<file path="src/hw/cgcp_pkg.sv">
// shared types and constants of the clock generator control pins
package cgcp_pkg;
	// ==========================================================
	// sizes
	localparam int CGCP_N_OUT = 12;
	localparam int CGCP_N_IN = 4;
	localparam int CGCP_STAT_W = 4;
	localparam logic CGCP_IF_I2C = 1'b1;

	// ==========================================================
	// serial interface modes
	typedef enum logic [2:0] {
		CGCP_MODE_I2C = 3'b001,
		CGCP_MODE_SPI3 = 3'b010,
		CGCP_MODE_SPI4 = 3'b100
	} cgcp_mode_t;

	// ==========================================================
	// pin inputs that cross into the mclk domain
	typedef struct packed {
		logic if_sel;
		logic sdio;
		logic addr1;
		logic sclk;
		logic addr0_cs_n;
		logic low_power_n;
		logic hard_reset_n;
		logic out_dis;
		logic realign_n;
		logic [1:0] in_sel;
	} cgcp_pins_t;

	// values of the pull resistors, used as synchroniser reset
	localparam cgcp_pins_t CGCP_PINS_RST = '{
		if_sel: 1'b1, sdio: 1'b1, addr1: 1'b0, sclk: 1'b1, addr0_cs_n: 1'b1,
		low_power_n: 1'b1, hard_reset_n: 1'b1, out_dis: 1'b0, realign_n: 1'b1,
		in_sel: 2'h0
	};

	// serial pins as seen by the serial engine
	typedef struct packed {
		logic sclk;
		logic din;
		logic cs_n;
		logic [1:0] addr;
	} cgcp_ser_t;

	localparam cgcp_ser_t CGCP_SER_RST = '{
		sclk: 1'b1, din: 1'b1, cs_n: 1'b1, addr: 2'h0
	};

	// output pin with its enable
	typedef struct packed {
		logic out;
		logic oe;
	} cgcp_drv_t;

	localparam cgcp_drv_t CGCP_DRV_OFF = '{out: 1'b0, oe: 1'b0};
endpackage

</file>
<file path="src/hw/cgcp_pins.sv">
// control and status pin logic of the clock generator
// Notes on behaviour
// - interface-select pin high picks I2C, low picks SPI; floats high.
// - data pin: bidirectional in I2C and 3-wire SPI, input only in 4-wire.
// - second pin is address bit 1 in I2C, serial data out in 4-wire SPI.
// - host drives serial clock; all serial transfers follow it.
// - third pin is address bit 0 in I2C, active-low select in SPI.
// - open-drain interrupt pulls low when device status changes.
// - power-down input low puts device in low-power mode.
// - reset input low resets all logic and registers except the pin synchronisers to defaults.
// - all clock outputs disabled while reset is in progress.
// - output-disable high disables every clock output; floats low.
// - lock output high while locked, low while out of lock.
// - realign input low resets all output dividers.
// - in manual mode, input-select pins choose the active clock input.
`timescale 1ns/1ps
module cgcp_pins
	import cgcp_pkg::*;
(
	// clock and reset
	input wire logic mclk,
	input wire logic resetn,
	// raw pins from outside
	input wire cgcp_pins_t pins_in,
	// serial data pin drive
	output cgcp_drv_t sdio_drv,
	// address 1 / serial data out pin drive
	output cgcp_drv_t addr1_sdo_drv,
	// open-drain interrupt pin drive
	output cgcp_drv_t status_change_irq_n,
	// lock status pin
	output logic lock_indicator,
	// configuration from the register file
	input wire logic spi_4wire,
	input wire logic manual_sel,
	input wire logic [1:0] auto_in_sel,
	input wire logic irq_clear,
	// serial engine side
	input wire logic ser_dout,
	input wire logic ser_drive,
	output cgcp_ser_t ser_pins,
	output cgcp_mode_t ser_mode,
	// core status and control
	input wire logic [CGCP_STAT_W-1:0] status_in,
	input wire logic pll_locked,
	output logic core_reset,
	output logic low_power,
	output logic clk_out_en,
	output logic [CGCP_N_OUT-1:0] div_reset,
	output logic [CGCP_N_IN-1:0] clk_in_sel
);
	// ==========================================================
	// pin synchronisers
	cgcp_pins_t meta_q, sync_q;
	logic int_rst;

	always_ff @(posedge mclk) begin
		if (!resetn) begin
			meta_q <= CGCP_PINS_RST;
			sync_q <= CGCP_PINS_RST;
		end else begin
			meta_q <= pins_in;
			sync_q <= meta_q;
		end
	end

	assign int_rst = !resetn || !sync_q.hard_reset_n;

	// ==========================================================
	// serial interface mode and pin mux
	cgcp_mode_t mode_q, mode_d;
	cgcp_ser_t ser_q, ser_d;
	cgcp_drv_t sdio_q, sdio_d, sdo_q, sdo_d;

	always_comb begin
		if (sync_q.if_sel == CGCP_IF_I2C) begin
			mode_d = CGCP_MODE_I2C;
		end else if (spi_4wire) begin
			mode_d = CGCP_MODE_SPI4;
		end else begin
			mode_d = CGCP_MODE_SPI3;
		end
		ser_d.sclk = sync_q.sclk;
		ser_d.din = sync_q.sdio;
		ser_d.cs_n = 1'b1;
		ser_d.addr = 2'h0;
		sdio_d = CGCP_DRV_OFF;
		sdo_d = CGCP_DRV_OFF;
		case (mode_q)
			CGCP_MODE_I2C: begin
				ser_d.addr = {sync_q.addr1, sync_q.addr0_cs_n};
				sdio_d.out = 1'b0;
				sdio_d.oe = ser_drive && !ser_dout;
			end
			CGCP_MODE_SPI3: begin
				ser_d.cs_n = sync_q.addr0_cs_n;
				sdio_d.out = ser_dout;
				sdio_d.oe = ser_drive && !sync_q.addr0_cs_n;
			end
			CGCP_MODE_SPI4: begin
				ser_d.cs_n = sync_q.addr0_cs_n;
				sdo_d.out = ser_dout;
				sdo_d.oe = ser_drive && !sync_q.addr0_cs_n;
			end
			default: begin
				ser_d = CGCP_SER_RST;
			end
		endcase
	end

	always_ff @(posedge mclk) begin
		if (int_rst) begin
			mode_q <= CGCP_MODE_I2C;
			ser_q <= CGCP_SER_RST;
			sdio_q <= CGCP_DRV_OFF;
			sdo_q <= CGCP_DRV_OFF;
		end else begin
			mode_q <= mode_d;
			ser_q <= ser_d;
			sdio_q <= sdio_d;
			sdo_q <= sdo_d;
		end
	end

	assign ser_mode = mode_q;
	assign ser_pins = ser_q;
	assign sdio_drv = sdio_q;
	assign addr1_sdo_drv = sdo_q;

	// ==========================================================
	// status change interrupt
	logic [CGCP_STAT_W-1:0] stat_q, stat_d;
	logic pend_q, pend_d, chg;

	always_comb begin
		stat_d = status_in;
		chg = (status_in != stat_q);
		// change sets, set wins over clear
		pend_d = chg || (pend_q && !irq_clear);
	end

	always_ff @(posedge mclk) begin
		if (int_rst) begin
			stat_q <= '0;
			pend_q <= 1'b0;
		end else begin
			stat_q <= stat_d;
			pend_q <= pend_d;
		end
	end

	assign status_change_irq_n = '{out: 1'b0, oe: pend_q};

	// ==========================================================
	// device control outputs
	logic lock_q, lock_d, lp_q, lp_d, en_q, en_d;
	logic [CGCP_N_OUT-1:0] div_q, div_d;
	logic [CGCP_N_IN-1:0] sel_q, sel_d;
	logic [1:0] sel_idx;

	always_comb begin
		lock_d = pll_locked;
		lp_d = !sync_q.low_power_n;
		en_d = !sync_q.out_dis;
		div_d = sync_q.realign_n ? '0 : '1;
		sel_idx = manual_sel ? sync_q.in_sel : auto_in_sel;
		sel_d = '0;
		sel_d[sel_idx] = 1'b1;
	end

	always_ff @(posedge mclk) begin
		if (int_rst) begin
			lock_q <= 1'b0;
			lp_q <= 1'b0;
			en_q <= 1'b0;
			div_q <= '1;
			sel_q <= {{(CGCP_N_IN-1){1'b0}}, 1'b1};
		end else begin
			lock_q <= lock_d;
			lp_q <= lp_d;
			en_q <= en_d;
			div_q <= div_d;
			sel_q <= sel_d;
		end
	end

	assign lock_indicator = lock_q;
	assign low_power = lp_q;
	assign clk_out_en = en_q;
	assign div_reset = div_q;
	assign clk_in_sel = sel_q;
	assign core_reset = int_rst;

	// ==========================================================
	// assertions
	property p_mode_i2c;
		@(posedge mclk) disable iff (!resetn)
		!int_rst && sync_q.if_sel |=> ser_mode == CGCP_MODE_I2C;
	endproperty
	a_mode_i2c: assert property (p_mode_i2c) else $error("I2C mode not taken");

	property p_spi4_sdi;
		@(posedge mclk) disable iff (!resetn)
		ser_mode == CGCP_MODE_SPI4 |=> !sdio_drv.oe;
	endproperty
	a_spi4_sdi: assert property (p_spi4_sdi) else $error("data pin driven in 4-wire");

	property p_i2c_addr1;
		@(posedge mclk) disable iff (!resetn)
		ser_mode == CGCP_MODE_I2C |=> !addr1_sdo_drv.oe;
	endproperty
	a_i2c_addr1: assert property (p_i2c_addr1) else $error("address pin driven in I2C");

	property p_cs_track;
		@(posedge mclk) disable iff (int_rst)
		ser_mode == CGCP_MODE_SPI3 && pins_in.addr0_cs_n ##1 !int_rst
			##1 ser_mode == CGCP_MODE_SPI3 |=> ser_pins.cs_n;
	endproperty
	a_cs_track: assert property (p_cs_track) else $error("select not followed");

	property p_irq_set;
		@(posedge mclk) disable iff (!resetn)
		!int_rst && status_in != $past(status_in) && !$past(int_rst)
			|=> status_change_irq_n.oe && !status_change_irq_n.out;
	endproperty
	a_irq_set: assert property (p_irq_set) else $error("status change lost");

	property p_low_power;
		@(posedge mclk) disable iff (!resetn)
		!int_rst && !sync_q.low_power_n |=> low_power;
	endproperty
	a_low_power: assert property (p_low_power) else $error("low power missed");

	property p_rst_off;
		@(posedge mclk) disable iff (!resetn)
		int_rst |=> !clk_out_en && div_reset == '1 && !status_change_irq_n.oe;
	endproperty
	a_rst_off: assert property (p_rst_off) else $error("reset state wrong");

	property p_out_dis;
		@(posedge mclk) disable iff (!resetn)
		sync_q.out_dis |=> !clk_out_en;
	endproperty
	a_out_dis: assert property (p_out_dis) else $error("outputs not disabled");

	property p_lock;
		@(posedge mclk) disable iff (!resetn)
		!int_rst |=> lock_indicator == $past(pll_locked);
	endproperty
	a_lock: assert property (p_lock) else $error("lock output wrong");

	property p_realign;
		@(posedge mclk) disable iff (!resetn)
		!pins_in.realign_n ##1 !pins_in.realign_n ##1 !pins_in.realign_n |=> div_reset == '1;
	endproperty
	a_realign: assert property (p_realign) else $error("dividers not reset");

	property p_release;
		@(posedge mclk) disable iff (!resetn)
		!int_rst && sync_q.realign_n |=> div_reset == '0;
	endproperty
	a_release: assert property (p_release) else $error("dividers not released");

	property p_sel;
		@(posedge mclk) disable iff (!resetn)
		!int_rst && manual_sel |=> clk_in_sel == (4'h1 << $past(sync_q.in_sel));
	endproperty
	a_sel: assert property (p_sel) else $error("input select wrong");

	c_spi4: cover property (@(posedge mclk) ser_mode == CGCP_MODE_SPI4 && addr1_sdo_drv.oe);
	c_irq: cover property (@(posedge mclk) status_change_irq_n.oe ##1 irq_clear);
	c_realign: cover property (@(posedge mclk) div_reset == '1 ##1 div_reset == '0);
	c_sel3: cover property (@(posedge mclk) manual_sel && clk_in_sel == 4'h8);
endmodule

</file>
<file path="config.mk">
export PLATFORM = sky130hd
export DESIGN_NAME = cgcp_pins
export DESIGN_NICKNAME = d
export VERILOG_FILES = /design/src/hw/cgcp_pkg.sv /design/src/hw/cgcp_pins.sv
export SDC_FILE = /design/constraint.sdc
export NUM_CORES = 1
export LEC_CHECK = 0
export BUFFER_PORTS_ARGS = -buffer_cell sky130_fd_sc_hd__buf_2
export CAP_MARGIN = 20
export CELL_PAD_IN_SITES_DETAIL_PLACEMENT = 1
export CELL_PAD_IN_SITES_GLOBAL_PLACEMENT = 1
export CORE_AREA = 4 4 73 75
export CTS_BUF_LIST = sky130_fd_sc_hd__clkbuf_2 sky130_fd_sc_hd__clkbuf_4 sky130_fd_sc_hd__clkbuf_8
export CTS_CLUSTER_SIZE = 10
export DETAILED_ROUTE_END_ITERATION = 6
export DIE_AREA = 0 0 77 79
export PLACE_DENSITY = 0.87
export SETUP_SLACK_MARGIN = 0.5
export SLEW_MARGIN = 20
export SYNTH_ARGS = -nofsm -noshare
export SYNTH_HDL_FRONTEND = slang
export SYNTH_SLANG_ARGS = --single-unit
</file>
<file path="constraint.sdc">
create_clock -name mclk -period 1.1 [get_ports mclk]
set_input_delay 0.11 -clock mclk [delete_from_list [all_inputs] [get_ports mclk]]
set_output_delay 0.11 -clock mclk [all_outputs]
set_load 0.01 [all_outputs]
</file>
# Yosys cells after proc, flatten, opt, wreduce, memory -nomap -nowiden
# Index checks and enable logic that the tools add are counted.
# Widths: inputs -> output; s select.
[totals] wordCells=72 out_inout_bits=34 reg_bits=58 inputBits=25
[op_classes] n_eq_ne=4 magnitude_cmp=2 bitwise_logic=4 n_reduce_logical=20 n_mux=6
[ops] op="$mux 12" count=1
[ops] op="$reduce_or 2->1" count=6
[ops] op="$logic_not 1->1" count=7
[ops] op="$logic_and 1x1->1" count=4
[ops] op="$ne 4x4->1" count=1
[ops] op="$not 1->1" count=4
[ops] op="$pmux 2 s2" count=1
[ops] op="$eq 3x1->1 const B" count=1
[ops] op="$eq 3x2->1 const B" count=1
[ops] op="$eq 3x3->1 const B" count=1
[ops] op="$lt 2x3->1 const B" count=1
[ops] op="$mux 3" count=1
[ops] op="$reduce_or 3->1" count=1
[ops] op="$demux 1 s2" count=1
[ops] op="$ge 2x1->1 const B" count=1
[ops] op="$logic_or 1x1->1" count=2
[ops] op="$mux 2" count=1
[ops] op="$mux 1" count=1

# Depth between registers and ports, before layout
[logic_depth] word_depth=5 depth_mapped=5 ltp_nobuf=4

# Worst setup path before layout
# Ideal clock, no wire load.
[synth_timing] kind="register to register" from="register sync_q[4] in the netlist's numbering" to="register ser_q, in the netlist ser_pins[2]" setup_slack_ns=-0.140 arrival_ns=1.105 synth_period_minus_slack_ns=1.240 path_buffers=1 setup_time_ns=0.135 path_stages_with_launch=5 required_time_ns=0.965 cell_sequence="dfxtp_1 > and2_1 > buf_6 > inv_4 > or4_4"
[synth_via] elab_chain_cells=3
[synth_lines] element="start, declared" line_no="cgcp_pins.sv:54" source="cgcp_pins_t meta_q, sync_q;"
[synth_lines] element="start signal, assigned" line_no="cgcp_pins.sv:63" source="sync_q <= meta_q;"
[synth_lines] element="$logic_not 1->1" line_no="cgcp_pins.sv:67" source="assign int_rst = !resetn || !sync_q.hard_reset_n;"
[synth_lines] element="$logic_or 1x1->1" line_no="cgcp_pins.sv:67"
[synth_lines] element="net core_reset" line_no="cgcp_pins.sv:46" source="output logic core_reset,"
[synth_lines] element="$reduce_or 2->1 (no source line)"
[synth_lines] element="end signal, assigned" line_no="cgcp_pins.sv:119" source="ser_q <= ser_d;"
[synth_lines] element="end, declared" line_no="cgcp_pins.sv:72" source="cgcp_ser_t ser_q, ser_d;"
# The timed path passes the listed nets, and every way through them passes these cells.
# A chain may end at the register's enable or synchronous reset.

# Worst setup path after layout
[layout_timing] from="register sync_q[4] in the netlist's numbering" to="register ser_q, in the netlist ser_pins[2]"
[layout_via] elab_chain_cells=3
[layout_lines] element="$logic_not 1->1" line_no="cgcp_pins.sv:67"
[layout_lines] element="$logic_or 1x1->1" line_no="cgcp_pins.sv:67"
[layout_lines] element="$reduce_or 2->1 (no source line)"
# Every way passes these cells.

==> impl_metrics.tcl <==
set metrics [dict create \
    ant_nets 0 \
    final_util 0.4867 \
    antenna_found_initial 0 \
    crit_arrival_ns 1.32 \
    cp_top_family "simple AND/OR/NAND/NOR gates" \
    nFillCells 501 \
    placed_cell_area_um2 1828 \
    status "complete, but fails checks" \
    endpoint_kind "flip-flop" \
    start_util 0.3291 \
    synth_top_cell_area_share 0.6134 \
    cp_max_fo 2 \
    tns_ns -0.07813 \
    multi_input_area_um2 553.0 \
    path_class "reg -> reg" \
    wl_um 3606 \
    mappedNetlistNets 165 \
    ys_warn_count 0 \
    via_per_inst 4.400 \
    finalCriticalPeriod_ns 1.141 \
    clockBufferDepth 2 \
    die_x_um 77 \
    syn2layout_area_growth_pct 47.88 \
    crit_start "sync_q[4]" \
    maxCapViolations 0 \
    yosys_register_bits 47 \
    max_freq_ghz 0.8767 \
    dieArea_um2 6083 \
    grt_pass1_vias 1152 \
    firstDrtPassIters 4 \
    crit_path_start_kind "flip-flop" \
    drv_slew 0 \
    crit_slowest_cell "or4_4" \
    hold_path.class "in -> reg" \
    reg2reg_from "sync_q[4]" \
    clock_skew_ns 0.008123 \
    yosys-top-cells-area "dfxtp_1 61%, buf_4 6.4%, nand2b_1 4.1%, and2_1 3.7%, or2b_1 3.4%" \
    die_y_um 79 \
    rows 25 \
    clock_latency_ns 0.30 \
    whs_ns -0.02265 \
    grt_max_degree 28 \
    io_pins 59 \
    layoutNonFillerInstCount 255 \
    routedWlPerCell_um 14.14 \
    synth_sequential_area_ratio 0.6134 \
    cpPeakStageDelay_ns 0.51 \
    setup_slack_ns -0.04066 \
    numPortBuffers 57 \
    grt_use_total 0.1160 \
    tritoncts "built" \
    leakage_uw 0.0009971 \
    cts_root_buf "clkbuf_8" \
    ir_drop_mv 0.8324 \
    synth_area_leader_cell "dfxtp_1" \
    gp_congestion 0.6558 \
    design_area_um2 2268 \
    htreeDepth 2 \
    drc 0 \
    min_from "spi_4wire" \
    cts_buffers 5 \
    numClockSinks 47 \
    grt_pass1_wl_um 5416 \
    rsz0062_at_grt "true" \
    syn_inst 140 \
    path_cells "and2_4, inv_6, or4_4" \
    initialDrtViolationCount 9 \
    post-dp-hpwl_um 2307 \
    ys_types 26 \
    drive_above_1_share 0.5572 \
    nNetsFinal 225 \
    cp.required_ns 1.28 \
    finalSetupViolations 2 \
    synth.avg_cell_area_um2 10.96 \
    violations "hold timing, setup timing" \
    diodes 0 \
    cp_num_buf_inv 1 \
    path_clk_slew_ns 0.08 \
    overflow 0 \
    dp.cells 239 \
    finalCritPeriodShare 1.037 \
    regArea_um2 968.4 \
    p_per_area_nw_per_um2 1430 \
    core_region_area_um2 4661 \
    netlist_area_um2 1534 \
    detailroute.via_count 1122 \
    hold_viol 7 \
]
## stage by stage
step	setup slack, ns	total power [uW]
4_1_cts	-0.04584	3244
3_3_place_gp	0.02379	2113
3_5_place_dp	0.007236	2127
6_report	-0.04066	3244
2_1_floorplan	-0.1115	2051
5_1_grt	-0.08204	3406
## where the power goes
group | switching (uW) | total (uW) | leakage, uW | internal (uW)
combinational | 175 | 415 | 0.000558 | 240
clock | 529 | 1020 | 0.0000491 | 496
sequential | 33.8 | 1800 | 0.000390 | 1770
total | 738 | 3240 | 0.000997 | 2510
## sequential cells by signal, summed over array words and instances, names as in the netlist
register and cells:
pend_q 1, clk_out_en 1, lock_indicator 1, stat_q 4
ser_mode 3, low_power 1, meta_q 11, addr1_sdo_drv 2
sdio_drv 2, ser_pins 5, clk_in_sel 4, sync_q 11
div_reset 1
## path summary, 6_finish.rpt
| kind | depth (start not counted) | endpoint | slack [ns] |
|---|---|---|---|
| min | 2 | ser_mode[1] | -0.02 |
| min reg2reg | 1 | div_reset[10] | 0.38 |
| max | 3 | ser_pins[2] | -0.04 |
| max reg2reg | 3 | ser_pins[2] | -0.04 |
## cells by family after synthesis
family	count (synthesis)	synth area share
flops	47	0.6134
compound gates	8	0.03834
other cells	1	0.002445
xor+xnor	5	0.02855
buf+inv	22	0.09217
simple gates	57	0.2251
## synth_stat cells, drive strengths merged
cell type	n
and3	8
xor2	1
xnor2	4
or2b	7
nand3	1
nor2	10
clkbuf	3
or4	1
a21oi	2
conb	1
a32oi	1
dfxtp	47
nand3b	5
buf	14
o311ai	1
nand2b	10
a41oi	1
nor3b	2
nor4	1
o22ai	2
nand2	3
and2	9
inv	5
o32a	1
## routing by layer
layer	vias up	wire [um]	track usage
met5	-	0	0
met4	0	59	0.05338
met3	7	247	0.04649
li1	555	-	-
met1	521	1379	0.1235
met2	39	1920	0.2021
## repair_timing
action                     CTS  global route
resized for setup           46            18
hold endpoints to repair     8             5
pin swaps                    6             3
buffers inserted             5             3
setup endpoints to repair   61            61
## cells in the final DEF, fill, tap and decap left out, types with 2 or more instances in the layout
cell,n
and2_1,8
and3_1,2
and3_4,6
buf_2,33
buf_4,6
buf_6,29
buf_8,2
clkbuf_4,2
clkbuf_8,5
dfxtp_1,33
dfxtp_2,10
dfxtp_4,4
inv_1,4
nand2_1,3
nand2b_1,9
nand3b_1,5
nor2_1,7
nor2_2,2
nor3b_2,2
or2b_1,7
xnor2_1,3
## cell type report
| cell class | count | area share |
|---|---|---|
| repair buffers | 70 | 0.2499 |
| clock buffers | 7 | 0.03696 |
| inverters | 5 | 0.01048 |
| clock inverters | 1 | 0.002206 |
| multi-input cells | 71 | 0.2438 |
| flip-flops and latches | 47 | 0.4269 |
| well taps | 54 | 0.02978 |
Power figures use the tool's default switching activity.
